<file path="src/orl_defs.svh">
// offsets, field positions, reset values and sizes of the event latch block
`ifndef ORL_DEFS_SVH
`define ORL_DEFS_SVH

`define ORL_OFS_TRACE_CTRL 8'h75
`define ORL_OFS_TRACE_DATA 8'h76
`define ORL_OFS_LINE_CFG 8'h77
`define ORL_OFS_SRC_RG 8'hA0
`define ORL_OFS_SRC_RGMUX 8'hA1
`define ORL_OFS_SRC_MUX 8'hA2
`define ORL_OFS_SRC_PROT 8'hA3
`define ORL_OFS_SRC_ADAPT 8'hA4
`define ORL_OFS_ST_RG 8'hC0
`define ORL_OFS_ST_MUX 8'hC1
`define ORL_OFS_ST_PROT 8'hC3
`define ORL_OFS_ST_ADAPT 8'hC4
`define ORL_OFS_RX_K1 8'h00
`define ORL_OFS_RX_K2 8'h01
`define ORL_OFS_RX_S1 8'h02
`define ORL_OFS_PROT_K1 8'h22
`define ORL_OFS_PROT_K2 8'h23
`define ORL_OFS_RX_C2 8'h83
`define ORL_OFS_RX_K3 8'h84

`define ORL_TRACE_CTRL_ACC 1
`define ORL_TRACE_CTRL_PRST 0
`define ORL_LINE_CFG_SERIAL 0
`define ORL_LINE_CFG_B3ZS 1

`define ORL_RST_TRACE_CTRL 8'h02
`define ORL_RST_LINE_CFG 8'h00
`define ORL_RST_SRC 8'h00
`define ORL_RST_TRACE_DATA 8'h00
`define ORL_TRACE_IDLE_BYTE 8'h01
`define ORL_TRACE_DEPTH 64

`define ORL_CNT_FSLIP 0
`define ORL_CNT_B1 1
`define ORL_CNT_B2BIT 2
`define ORL_CNT_B2BLK 3
`define ORL_CNT_REIBIT 4
`define ORL_CNT_REIBLK 5
`define ORL_CNT_PDEC 6
`define ORL_CNT_PINC 7
`define ORL_CNT_NUM 8

`define ORL_NUM_BYTES 7
`define ORL_BYTE_K1 0
`define ORL_BYTE_K2 1
`define ORL_BYTE_S1 2
`define ORL_BYTE_PK1 3
`define ORL_BYTE_PK2 4
`define ORL_BYTE_C2 5
`define ORL_BYTE_K3 6

`endif

</file>
<file path="src/orl_pkg.sv">
// types shared by the event latch block
package orl_pkg;
  typedef logic [7:0] orl_byte_t;
  typedef enum logic [1:0] {
    ORL_POL_NONE,
    ORL_POL_POS,
    ORL_POL_NEG
  } orl_pol_t;
endpackage

</file>
<file path="src/orl_trace_string.sv">
// transmit path trace string store with its byte pointer
`timescale 1ns/1ps
`include "orl_defs.svh"
module orl_trace_string #(
  parameter int DEPTH = `ORL_TRACE_DEPTH
) (
  input wire logic ref_clk_i,
  input wire logic rstn_i,
  input wire logic cpu_wr_i,
  input wire logic cpu_rd_i,
  input wire orl_pkg::orl_byte_t cpu_wdata_i,
  input wire logic cpu_access_i,
  input wire logic ptr_reset_i,
  input wire logic tx_slot_i,
  output orl_pkg::orl_byte_t cpu_rdata_o,
  output orl_pkg::orl_byte_t tx_byte_o
);
  localparam int AW = $clog2(DEPTH);
  localparam logic [AW-1:0] LAST = AW'(DEPTH - 1);

  orl_pkg::orl_byte_t mem_ff [DEPTH];
  orl_pkg::orl_byte_t tx_byte_ff;
  logic [AW-1:0] ptr_ff;
  logic prst_prev_ff;
  logic prst_edge;
  logic step;

  assign prst_edge = ptr_reset_i & ~prst_prev_ff;
  // software steps the pointer in access mode, the frame slot otherwise
  assign step = cpu_access_i ? (cpu_wr_i | cpu_rd_i) : tx_slot_i;
  assign cpu_rdata_o = mem_ff[ptr_ff];
  assign tx_byte_o = tx_byte_ff;

  //////////////////////////////////////////////////////////////////////////
  always_ff @(posedge ref_clk_i or negedge rstn_i) begin
    if (!rstn_i) begin
      prst_prev_ff <= 1'b0;
    end else begin
      prst_prev_ff <= ptr_reset_i;
    end
  end

  always_ff @(posedge ref_clk_i or negedge rstn_i) begin
    if (!rstn_i) begin
      ptr_ff <= '0;
    end else if (prst_edge) begin
      ptr_ff <= '0;
    end else if (step) begin
      ptr_ff <= (ptr_ff == LAST) ? '0 : ptr_ff + 1'b1;
    end
  end

  always_ff @(posedge ref_clk_i or negedge rstn_i) begin
    if (!rstn_i) begin
      for (int i = 0; i < DEPTH; i++) begin
        mem_ff[i] <= `ORL_RST_TRACE_DATA;
      end
    end else if (cpu_access_i && cpu_wr_i) begin
      mem_ff[ptr_ff] <= cpu_wdata_i;
    end
  end

  always_ff @(posedge ref_clk_i or negedge rstn_i) begin
    if (!rstn_i) begin
      tx_byte_ff <= `ORL_TRACE_IDLE_BYTE;
    end else if (cpu_access_i) begin
      tx_byte_ff <= `ORL_TRACE_IDLE_BYTE;
    end else if (tx_slot_i) begin
      tx_byte_ff <= mem_ff[ptr_ff];
    end
  end
endmodule // orl_trace_string

</file>
<file path="src/orl_event_latches.sv">
// receive overhead event latches, interrupt output and trace data port
`timescale 1ns/1ps
`include "orl_defs.svh"
module orl_event_latches #(
  parameter int TRACE_DEPTH = `ORL_TRACE_DEPTH
) (
  input wire logic ref_clk_i,
  input wire logic rstn_i,
  input wire logic [7:0] reg_addr_i,
  input wire logic [7:0] reg_wdata_i,
  input wire logic reg_wr_i,
  input wire logic reg_rd_i,
  output logic [7:0] reg_rdata_o,
  input wire logic [2:0] regen_status_i,
  input wire logic [5:0] mux_status_i,
  input wire logic [3:0] adapt_status_i,
  input wire logic [`ORL_CNT_NUM-1:0] cnt_wrap_i,
  input wire logic [`ORL_CNT_NUM-1:0] cnt_read_i,
  input wire logic [7:0] rx_aps_byte1_i,
  input wire logic [7:0] rx_aps_byte2_i,
  input wire logic [7:0] rx_sync_status_i,
  input wire logic [7:0] protect_aps_byte1_i,
  input wire logic [7:0] protect_aps_byte2_i,
  input wire logic [7:0] rx_signal_label_i,
  input wire logic [7:0] rx_path_aps_byte_i,
  input wire logic protect_fail_input_i,
  input wire logic protect_degrade_input_i,
  input wire logic line_bit_en_i,
  input wire logic rx_line_positive_rail_i,
  input wire logic rx_line_negative_rail_i,
  input wire logic [7:0] irq_enable_rg_i,
  input wire logic [7:0] irq_enable_rgmux_i,
  input wire logic [7:0] irq_enable_mux_i,
  input wire logic [7:0] irq_enable_prot_i,
  input wire logic [7:0] irq_enable_adapt_i,
  input wire logic trace_tx_slot_i,
  output logic [7:0] trace_tx_byte_o,
  output logic irq_o
);
  // clear-on-read latch update: a set in the clearing cycle wins
  function automatic logic [7:0] latch_upd(input logic [7:0] cur,
                                           input logic [7:0] set,
                                           input logic [7:0] clr);
    return (cur & ~clr) | set;
  endfunction

  function automatic logic rd_at(input logic rd,
                                 input logic [7:0] addr,
                                 input logic [7:0] ofs);
    return rd & (addr == ofs);
  endfunction

  //////////////////////////////////////////////////////////////////////////
  // register state
  logic [7:0] src_rg_ff;
  logic [7:0] src_rgmux_ff;
  logic [7:0] src_mux_ff;
  logic [7:0] src_prot_ff;
  logic [7:0] src_adapt_ff;
  logic [7:0] trace_ctrl_ff;
  logic [7:0] line_cfg_ff;
  logic [7:0] rdata_ff;
  logic irq_ff;

  // change detection history
  logic primed_ff;
  logic [2:0] regen_prev_ff;
  logic [5:0] mux_prev_ff;
  logic [3:0] adapt_prev_ff;
  logic [1:0] prot_prev_ff;
  orl_pkg::orl_byte_t byte_prev_ff [`ORL_NUM_BYTES];
  orl_pkg::orl_byte_t byte_cur [`ORL_NUM_BYTES];
  logic [`ORL_NUM_BYTES-1:0] byte_chg;
  logic [2:0] regen_chg;
  logic [5:0] mux_chg;
  logic [3:0] adapt_chg;
  logic [1:0] prot_chg;

  // line violation tracking
  orl_pkg::orl_pol_t last_pol_ff;
  logic [1:0] zeros_ff;
  logic bpv_en;
  logic bpv;

  // bus decode
  logic rd_src_rg, rd_st_rg, rd_st_mux, rd_st_prot, rd_st_adapt;
  logic rd_k1, rd_k2, rd_s1, rd_pk1, rd_pk2, rd_c2, rd_k3;
  logic wr_trace, rd_trace;
  orl_pkg::orl_byte_t trace_rdata;
  logic [7:0] rd_mux;

  //////////////////////////////////////////////////////////////////////////
  // address decode
  assign rd_src_rg = rd_at(reg_rd_i, reg_addr_i, `ORL_OFS_SRC_RG);
  assign rd_st_rg = rd_at(reg_rd_i, reg_addr_i, `ORL_OFS_ST_RG);
  assign rd_st_mux = rd_at(reg_rd_i, reg_addr_i, `ORL_OFS_ST_MUX);
  assign rd_st_prot = rd_at(reg_rd_i, reg_addr_i, `ORL_OFS_ST_PROT);
  assign rd_st_adapt = rd_at(reg_rd_i, reg_addr_i, `ORL_OFS_ST_ADAPT);
  assign rd_k1 = rd_at(reg_rd_i, reg_addr_i, `ORL_OFS_RX_K1);
  assign rd_k2 = rd_at(reg_rd_i, reg_addr_i, `ORL_OFS_RX_K2);
  assign rd_s1 = rd_at(reg_rd_i, reg_addr_i, `ORL_OFS_RX_S1);
  assign rd_pk1 = rd_at(reg_rd_i, reg_addr_i, `ORL_OFS_PROT_K1);
  assign rd_pk2 = rd_at(reg_rd_i, reg_addr_i, `ORL_OFS_PROT_K2);
  assign rd_c2 = rd_at(reg_rd_i, reg_addr_i, `ORL_OFS_RX_C2);
  assign rd_k3 = rd_at(reg_rd_i, reg_addr_i, `ORL_OFS_RX_K3);
  assign rd_trace = rd_at(reg_rd_i, reg_addr_i, `ORL_OFS_TRACE_DATA);
  assign wr_trace = reg_wr_i & (reg_addr_i == `ORL_OFS_TRACE_DATA);

  //////////////////////////////////////////////////////////////////////////
  // change detectors; the first cycle after reset only loads history
  assign byte_cur[`ORL_BYTE_K1] = rx_aps_byte1_i;
  assign byte_cur[`ORL_BYTE_K2] = rx_aps_byte2_i;
  assign byte_cur[`ORL_BYTE_S1] = rx_sync_status_i;
  assign byte_cur[`ORL_BYTE_PK1] = protect_aps_byte1_i;
  assign byte_cur[`ORL_BYTE_PK2] = protect_aps_byte2_i;
  assign byte_cur[`ORL_BYTE_C2] = rx_signal_label_i;
  assign byte_cur[`ORL_BYTE_K3] = rx_path_aps_byte_i;

  always_comb begin
    for (int i = 0; i < `ORL_NUM_BYTES; i++) begin
      byte_chg[i] = primed_ff & (byte_cur[i] != byte_prev_ff[i]);
    end
  end

  assign regen_chg = {3{primed_ff}} & (regen_status_i ^ regen_prev_ff);
  assign mux_chg = {6{primed_ff}} & (mux_status_i ^ mux_prev_ff);
  assign adapt_chg = {4{primed_ff}} & (adapt_status_i ^ adapt_prev_ff);
  assign prot_chg = {2{primed_ff}} &
    ({protect_fail_input_i, protect_degrade_input_i} ^ prot_prev_ff);

  always_ff @(posedge ref_clk_i or negedge rstn_i) begin
    if (!rstn_i) begin
      primed_ff <= 1'b0;
      regen_prev_ff <= 3'h0;
      mux_prev_ff <= 6'h00;
      adapt_prev_ff <= 4'h0;
      prot_prev_ff <= 2'h0;
      for (int i = 0; i < `ORL_NUM_BYTES; i++) begin
        byte_prev_ff[i] <= 8'h00;
      end
    end else begin
      primed_ff <= 1'b1;
      regen_prev_ff <= regen_status_i;
      mux_prev_ff <= mux_status_i;
      adapt_prev_ff <= adapt_status_i;
      prot_prev_ff <= {protect_fail_input_i, protect_degrade_input_i};
      for (int i = 0; i < `ORL_NUM_BYTES; i++) begin
        byte_prev_ff[i] <= byte_cur[i];
      end
    end
  end

  //////////////////////////////////////////////////////////////////////////
  // bipolar violation: same polarity as the last pulse, except a B3ZS
  // substitution pulse which follows one or two zero slots
  assign bpv_en = line_cfg_ff[`ORL_LINE_CFG_SERIAL] &
                  line_cfg_ff[`ORL_LINE_CFG_B3ZS];

  always_comb begin
    bpv = 1'b0;
    if (bpv_en && line_bit_en_i) begin
      if (rx_line_positive_rail_i && rx_line_negative_rail_i) begin
        bpv = 1'b1;
      end else if ((zeros_ff != 2'd1) && (zeros_ff != 2'd2)) begin
        bpv = (rx_line_positive_rail_i &&
               last_pol_ff == orl_pkg::ORL_POL_POS) ||
              (rx_line_negative_rail_i &&
               last_pol_ff == orl_pkg::ORL_POL_NEG);
      end
    end
  end

  always_ff @(posedge ref_clk_i or negedge rstn_i) begin
    if (!rstn_i) begin
      last_pol_ff <= orl_pkg::ORL_POL_NONE;
      zeros_ff <= 2'd0;
    end else if (!bpv_en) begin
      last_pol_ff <= orl_pkg::ORL_POL_NONE;
      zeros_ff <= 2'd0;
    end else if (line_bit_en_i) begin
      if (rx_line_positive_rail_i && !rx_line_negative_rail_i) begin
        last_pol_ff <= orl_pkg::ORL_POL_POS;
        zeros_ff <= 2'd0;
      end else if (rx_line_negative_rail_i && !rx_line_positive_rail_i) begin
        last_pol_ff <= orl_pkg::ORL_POL_NEG;
        zeros_ff <= 2'd0;
      end else if (zeros_ff != 2'd3) begin
        zeros_ff <= zeros_ff + 2'd1;
      end
    end
  end

  //////////////////////////////////////////////////////////////////////////
  // event source latches; reserved bits have no set term and stay zero
  always_ff @(posedge ref_clk_i or negedge rstn_i) begin
    if (!rstn_i) begin
      src_rg_ff <= `ORL_RST_SRC;
    end else begin
      src_rg_ff <= latch_upd(src_rg_ff,
        {cnt_wrap_i[`ORL_CNT_FSLIP], cnt_wrap_i[`ORL_CNT_B1], 2'b00,
         bpv, regen_chg},
        {cnt_read_i[`ORL_CNT_FSLIP], cnt_read_i[`ORL_CNT_B1], 2'b00,
         rd_src_rg, {3{rd_st_rg}}});
    end
  end

  always_ff @(posedge ref_clk_i or negedge rstn_i) begin
    if (!rstn_i) begin
      src_rgmux_ff <= `ORL_RST_SRC;
    end else begin
      src_rgmux_ff <= latch_upd(src_rgmux_ff,
        {byte_chg[`ORL_BYTE_K1], byte_chg[`ORL_BYTE_K2], mux_chg},
        {rd_k1, rd_k2, {6{rd_st_mux}}});
    end
  end

  always_ff @(posedge ref_clk_i or negedge rstn_i) begin
    if (!rstn_i) begin
      src_mux_ff <= `ORL_RST_SRC;
    end else begin
      src_mux_ff <= latch_upd(src_mux_ff,
        {3'b000, byte_chg[`ORL_BYTE_S1],
         cnt_wrap_i[`ORL_CNT_B2BIT], cnt_wrap_i[`ORL_CNT_B2BLK],
         cnt_wrap_i[`ORL_CNT_REIBIT], cnt_wrap_i[`ORL_CNT_REIBLK]},
        {3'b000, rd_s1,
         cnt_read_i[`ORL_CNT_B2BIT], cnt_read_i[`ORL_CNT_B2BLK],
         cnt_read_i[`ORL_CNT_REIBIT], cnt_read_i[`ORL_CNT_REIBLK]});
    end
  end

  always_ff @(posedge ref_clk_i or negedge rstn_i) begin
    if (!rstn_i) begin
      src_prot_ff <= `ORL_RST_SRC;
    end else begin
      src_prot_ff <= latch_upd(src_prot_ff,
        {4'h0, prot_chg,
         byte_chg[`ORL_BYTE_PK1], byte_chg[`ORL_BYTE_PK2]},
        {4'h0, {2{rd_st_prot}}, rd_pk1, rd_pk2});
    end
  end

  always_ff @(posedge ref_clk_i or negedge rstn_i) begin
    if (!rstn_i) begin
      src_adapt_ff <= `ORL_RST_SRC;
    end else begin
      src_adapt_ff <= latch_upd(src_adapt_ff,
        {adapt_chg[3:1], cnt_wrap_i[`ORL_CNT_PDEC],
         cnt_wrap_i[`ORL_CNT_PINC], adapt_chg[0],
         byte_chg[`ORL_BYTE_C2], byte_chg[`ORL_BYTE_K3]},
        {{3{rd_st_adapt}}, cnt_read_i[`ORL_CNT_PDEC],
         cnt_read_i[`ORL_CNT_PINC], rd_st_adapt, rd_c2, rd_k3});
    end
  end

  //////////////////////////////////////////////////////////////////////////
  // interrupt output; protection enables are software's to keep low
  // unless this unit is a protection main
  always_ff @(posedge ref_clk_i or negedge rstn_i) begin
    if (!rstn_i) begin
      irq_ff <= 1'b0;
    end else begin
      irq_ff <= |(src_rg_ff & irq_enable_rg_i) |
                |(src_rgmux_ff & irq_enable_rgmux_i) |
                |(src_mux_ff & irq_enable_mux_i) |
                |(src_prot_ff & irq_enable_prot_i) |
                |(src_adapt_ff & irq_enable_adapt_i);
    end
  end

  //////////////////////////////////////////////////////////////////////////
  // writable control registers; source registers ignore writes
  always_ff @(posedge ref_clk_i or negedge rstn_i) begin
    if (!rstn_i) begin
      trace_ctrl_ff <= `ORL_RST_TRACE_CTRL;
    end else if (reg_wr_i && reg_addr_i == `ORL_OFS_TRACE_CTRL) begin
      trace_ctrl_ff <= {6'h00, reg_wdata_i[1:0]};
    end
  end

  always_ff @(posedge ref_clk_i or negedge rstn_i) begin
    if (!rstn_i) begin
      line_cfg_ff <= `ORL_RST_LINE_CFG;
    end else if (reg_wr_i && reg_addr_i == `ORL_OFS_LINE_CFG) begin
      line_cfg_ff <= {6'h00, reg_wdata_i[1:0]};
    end
  end

  //////////////////////////////////////////////////////////////////////////
  // trace string store
  orl_trace_string #(
    .DEPTH(TRACE_DEPTH)
  ) u_trace (
    .ref_clk_i(ref_clk_i),
    .rstn_i(rstn_i),
    .cpu_wr_i(wr_trace),
    .cpu_rd_i(rd_trace),
    .cpu_wdata_i(reg_wdata_i),
    .cpu_access_i(trace_ctrl_ff[`ORL_TRACE_CTRL_ACC]),
    .ptr_reset_i(trace_ctrl_ff[`ORL_TRACE_CTRL_PRST]),
    .tx_slot_i(trace_tx_slot_i),
    .cpu_rdata_o(trace_rdata),
    .tx_byte_o(trace_tx_byte_o)
  );

  //////////////////////////////////////////////////////////////////////////
  // read data, valid only in the cycle after the strobe
  always_comb begin
    unique case (reg_addr_i)
      `ORL_OFS_TRACE_CTRL: rd_mux = trace_ctrl_ff;
      `ORL_OFS_TRACE_DATA: rd_mux = trace_rdata;
      `ORL_OFS_LINE_CFG: rd_mux = line_cfg_ff;
      `ORL_OFS_SRC_RG: rd_mux = src_rg_ff;
      `ORL_OFS_SRC_RGMUX: rd_mux = src_rgmux_ff;
      `ORL_OFS_SRC_MUX: rd_mux = src_mux_ff;
      `ORL_OFS_SRC_PROT: rd_mux = src_prot_ff;
      `ORL_OFS_SRC_ADAPT: rd_mux = src_adapt_ff;
      default: rd_mux = 8'h00;
    endcase
  end

  always_ff @(posedge ref_clk_i or negedge rstn_i) begin
    if (!rstn_i) begin
      rdata_ff <= 8'h00;
    end else begin
      rdata_ff <= reg_rd_i ? rd_mux : 8'h00;
    end
  end

  assign reg_rdata_o = rdata_ff;
  assign irq_o = irq_ff;
endmodule // orl_event_latches

</file>
<file path="config.mk">
export PLATFORM = sky130hd
export DESIGN_NAME = orl_event_latches
export DESIGN_NICKNAME = d
export VERILOG_FILES = /design/src/orl_pkg.sv /design/src/orl_trace_string.sv /design/src/orl_event_latches.sv
export VERILOG_INCLUDE_DIRS = /design/src
export SDC_FILE = /design/constraint.sdc
export NUM_CORES = 1
export LEC_CHECK = 0
export ABC_CLOCK_PERIOD_IN_PS = 3500
export CAP_MARGIN = 40
export CORE_AREA = 2 2 226 228
export CTS_CLUSTER_DIAMETER = 30
export DETAILED_ROUTE_END_ITERATION = 10
export DIE_AREA = 0 0 228 230
export DONT_BUFFER_PORTS = 1
export HOLD_SLACK_MARGIN = 0.15
export PLACE_DENSITY = 0.74
export SYNTH_ARGS = -nofsm -noshare
export SYNTH_HDL_FRONTEND = slang
export SYNTH_HIERARCHICAL = 1
export SYNTH_SLANG_ARGS = --single-unit
</file>
<file path="constraint.sdc">
create_clock -name ref_clk_i -period 3.5 [get_ports ref_clk_i]
set_input_delay 0.7 -clock ref_clk_i [delete_from_list [all_inputs] [get_ports ref_clk_i]]
set_output_delay 0.7 -clock ref_clk_i [all_outputs]
set_load 0.1 [all_outputs]
</file>
==> results by group <==
Timing
  – Setup TNS: 0 ns
  – Least-Margin Pin Slew: 1.98 ns
  – Max frequency: 288 MHz
  – Unrepaired setup endpoints after global routing: false
  – Final Hold Vio Count: 75
  – Final setup skew: 0.0322 ns
  – Relative slew slack: -32.3%
  – Fin crit share: 99.3%
  – Minimum clock period: 3.47 ns
  – Final setup violation count: 0
  – Worst hold slack: -0.247 ns
  – Fin. max-slew vios: 409

Yosys
  – Largest area contributor in the netlist: dfrtp_1
  – Sequential area share after synthesis: 54.3%
  – Post-synth EDFFs: 0
  – Post-Synthesis Cells: 2209
  – Netlist cell types: 89
  – Ys async rst share: 100%
  – Synth Flop Type: dfrtp_1
  – Top post-synthesis cells by area: dfrtp_1 54%, mux2_2 20%, a22oi_1 3.0%
  – Syn_nets: 2362
  – Post-synthesis cell area: 29800 µm²
  – YS warnings: 6
  – Synth Register Bits: 647
  – Synthesized area per cell: 13.5 µm²
  – Post-synth top area share: 54.2%

Setup path
  – R2R setup slack: 0.03 ns
  – Critical path class: flop to flop
  – CP Max Fanout: 61
  – WP data arrival: 4.10 ns
  – Crit path required time: 4.12 ns
  – FF-to-FF End: reg_rdata_o[1]
  – R2R depth: 12
  – Startpoint types: flop
  – Setup crit end kind: flop
  – Reg-to-reg startpoint: u_trace/ptr_ff[1]

Hold path
  – Hold Crit Class: input port to async pin

Status
  – Status: complete, but fails checks
  – Failing checks: hold timing, slew limit

Cells and area
  – Most frequent cells in the layout: 642 x dfrtp_1, 526 x mux2_2, 136 x clkbuf_16
  – Multi-input logic area: 12700 µm²
  – Area growth, synth to finish: 23.2%
  – Layout cell share with drive strength beyond 1: 39.5%
  – Nets: 2558
  – Register Area: 16200 µm²
  – Commonest non-fill, non-tap cell in the layout: dfrtp_1
  – Filler cells: 3157

Detailed routing
  – Drt total wl: 99800 µm
  – Via Count: 21900
  – Residual DRC: 0
  – Vias per cell: 6.89
  – Final antenna-violating net count: 0
  – Routed wire per std cell: 31.4 µm
  – Drt pass-1 iters: 9
  – Initial drt markers: 2450

CTS
  – Clock sink count: 647
  – CTS tree: yes
  – CTS Buf Count: 131
  – Setup Fix Bufs, Post-CTS: 0
  – H-Tree Depth: 4
  – CTS Hold Bufs: 103
  – Root Driver: clkbuf_16
  – Clock slew at reported path FFs: 0.05 ns
  – Clk buf depth: 3
  – PostCTS Resize Cnt: 0
  – Clk Latency, worst-skew pair: 0.71 ns

Global routing
  – Vias in the first global route: 22900
  – GR Overflow Total: 0
  – Largest net degree at the start of global routing: 648
  – Global-route wire length before repair: 148000 µm
  – GRT Util Overall: 38.0%
  – Initial antenna violation count: 3

Floorplanning
  – Die Width: 228 µm
  – Die height: 230 µm
  – Die area: 52400 µm²
  – Starting Density: 59.8%
  – Ports: 168
  – Cell Rows: 82
  – Core area: 49900 µm²

Pwr
  – Leakage: 0.0167 µW
  – Pwr/cell area: 723 nW/µm²
  – Peak VDD IR: 0.591 mV

Placement
  – Port bufs: 0
  – RePlAce Congestion: 0.979
  – DP HPWL: 57600 µm

Job
  – Max Cap Violations: 0
## worst max-delay path, stage by stage (launching register included)
cell	delay, ns
dfrtp_4	0.44
buf_12	0.34
nor2b_2	0.82
buf_12	0.27
a22oi_1	0.12
o22ai_1	0.33
a21oi_1	0.12
and4b_1	0.21
nand2_1	0.13
mux2_2	0.17
a22o_1	0.14
nand2_1	0.08
a21oi_1	0.18
## sequential cells by signal, summed over array words and instances, names as in the netlist, 8 cells and up
signal / count
u_trace/tx_byte_o: 8
src_rgmux_ff: 8
reg_rdata_o: 8
src_adapt_ff: 8
byte_prev_ff: 56
u_trace/mem_ff: 512
## power breakdown
group          switching [µW]  leakage (µW)  internal, µW
Sequential                360       0.00869          7650
Combinational            3900       0.00576          1730
Clock                    4160       0.00223          8750
## per-layer routing
layer,global-route usage (%),vias to the layer above,wire [µm]
li1,-,8735,-
met1,50.9,11400,38700
met2,57.5,1424,45300
met3,10.6,342,10600
met4,18.8,2,5140
met5,0,-,11
## area by class of cell
class,count,area share [%]
clock inverter,54,2.10
timing repair buffer,222,6.31
sequential,647,44.1
clock buffer,181,10.5
inverter,16,0.170
tap,672,2.29
antenna,3,0.0204
multi-input combinational,1387,34.5
## Yosys cell counts, drive strengths merged, types with 10 or more instances
cell type  count
a21o          14
a21oi         20
a221oi        67
a22o          39
a22oi        121
buf           96
clkbuf        63
dfrtp        645
inv           16
mux2         548
mux2i         23
mux4          14
nand2         64
nand2b        10
nand3         18
nand4         19
nor2         107
nor2b         10
nor3          20
o21ai         34
o22ai         33
o32ai         11
xnor2         60
xor2          17
## how the worst max path moves through the flow
stage,startpoint,end,slack (ns),depth (start not counted)
global route,u_trace/ptr_ff[1],reg_rdata_o[1],0.03,12
finish,u_trace/ptr_ff[1],reg_rdata_o[1],0.03,12
CTS,u_trace/ptr_ff[2],reg_rdata_o[0],0.18,12
detailed placement,u_trace/ptr_ff[2],reg_rdata_o[0],0.20,12
floorplan,reg_addr_i[3],u_trace/mem_ff[144],0.62,9
global placement,u_trace/ptr_ff[1],reg_rdata_o[0],0.16,12
## cells by family (layout without fill, tap and decap cells)
group / after synthesis / count (layout) / synth area share (%)
other cells: 1 / 4 / 0.0126
flops: 647 / 647 / 54.3
compound gates: 419 / 419 / 11.0
simple gates: 303 / 303 / 6.59
xor+xnor: 77 / 77 / 2.26
fa+ha+maj: 2 / 2 / 0.0840
mux: 585 / 585 / 22.6
buf+inv: 175 / 473 / 3.18
## through the flow
| step | area [µm²] | power, µW | cells | setup slack [ns] | util (%) |
|---|---|---|---|---|---|
| floorplan | 29800 | 11200 | 2209 | 0.624 | - |
| global placement | 30600 | 13000 | 2825 | 0.165 | 61.5 |
| detailed placement | 31000 | 13300 | 2839 | 0.195 | 62.2 |
| CTS | 36700 | 26300 | 3177 | 0.176 | 73.6 |
| global route | 36700 | 27000 | 3179 | 0.0303 | 73.6 |
| finish | 36700 | 26500 | 3182 | 0.0257 | 73.6 |
(Power assumes the default switching activity.)
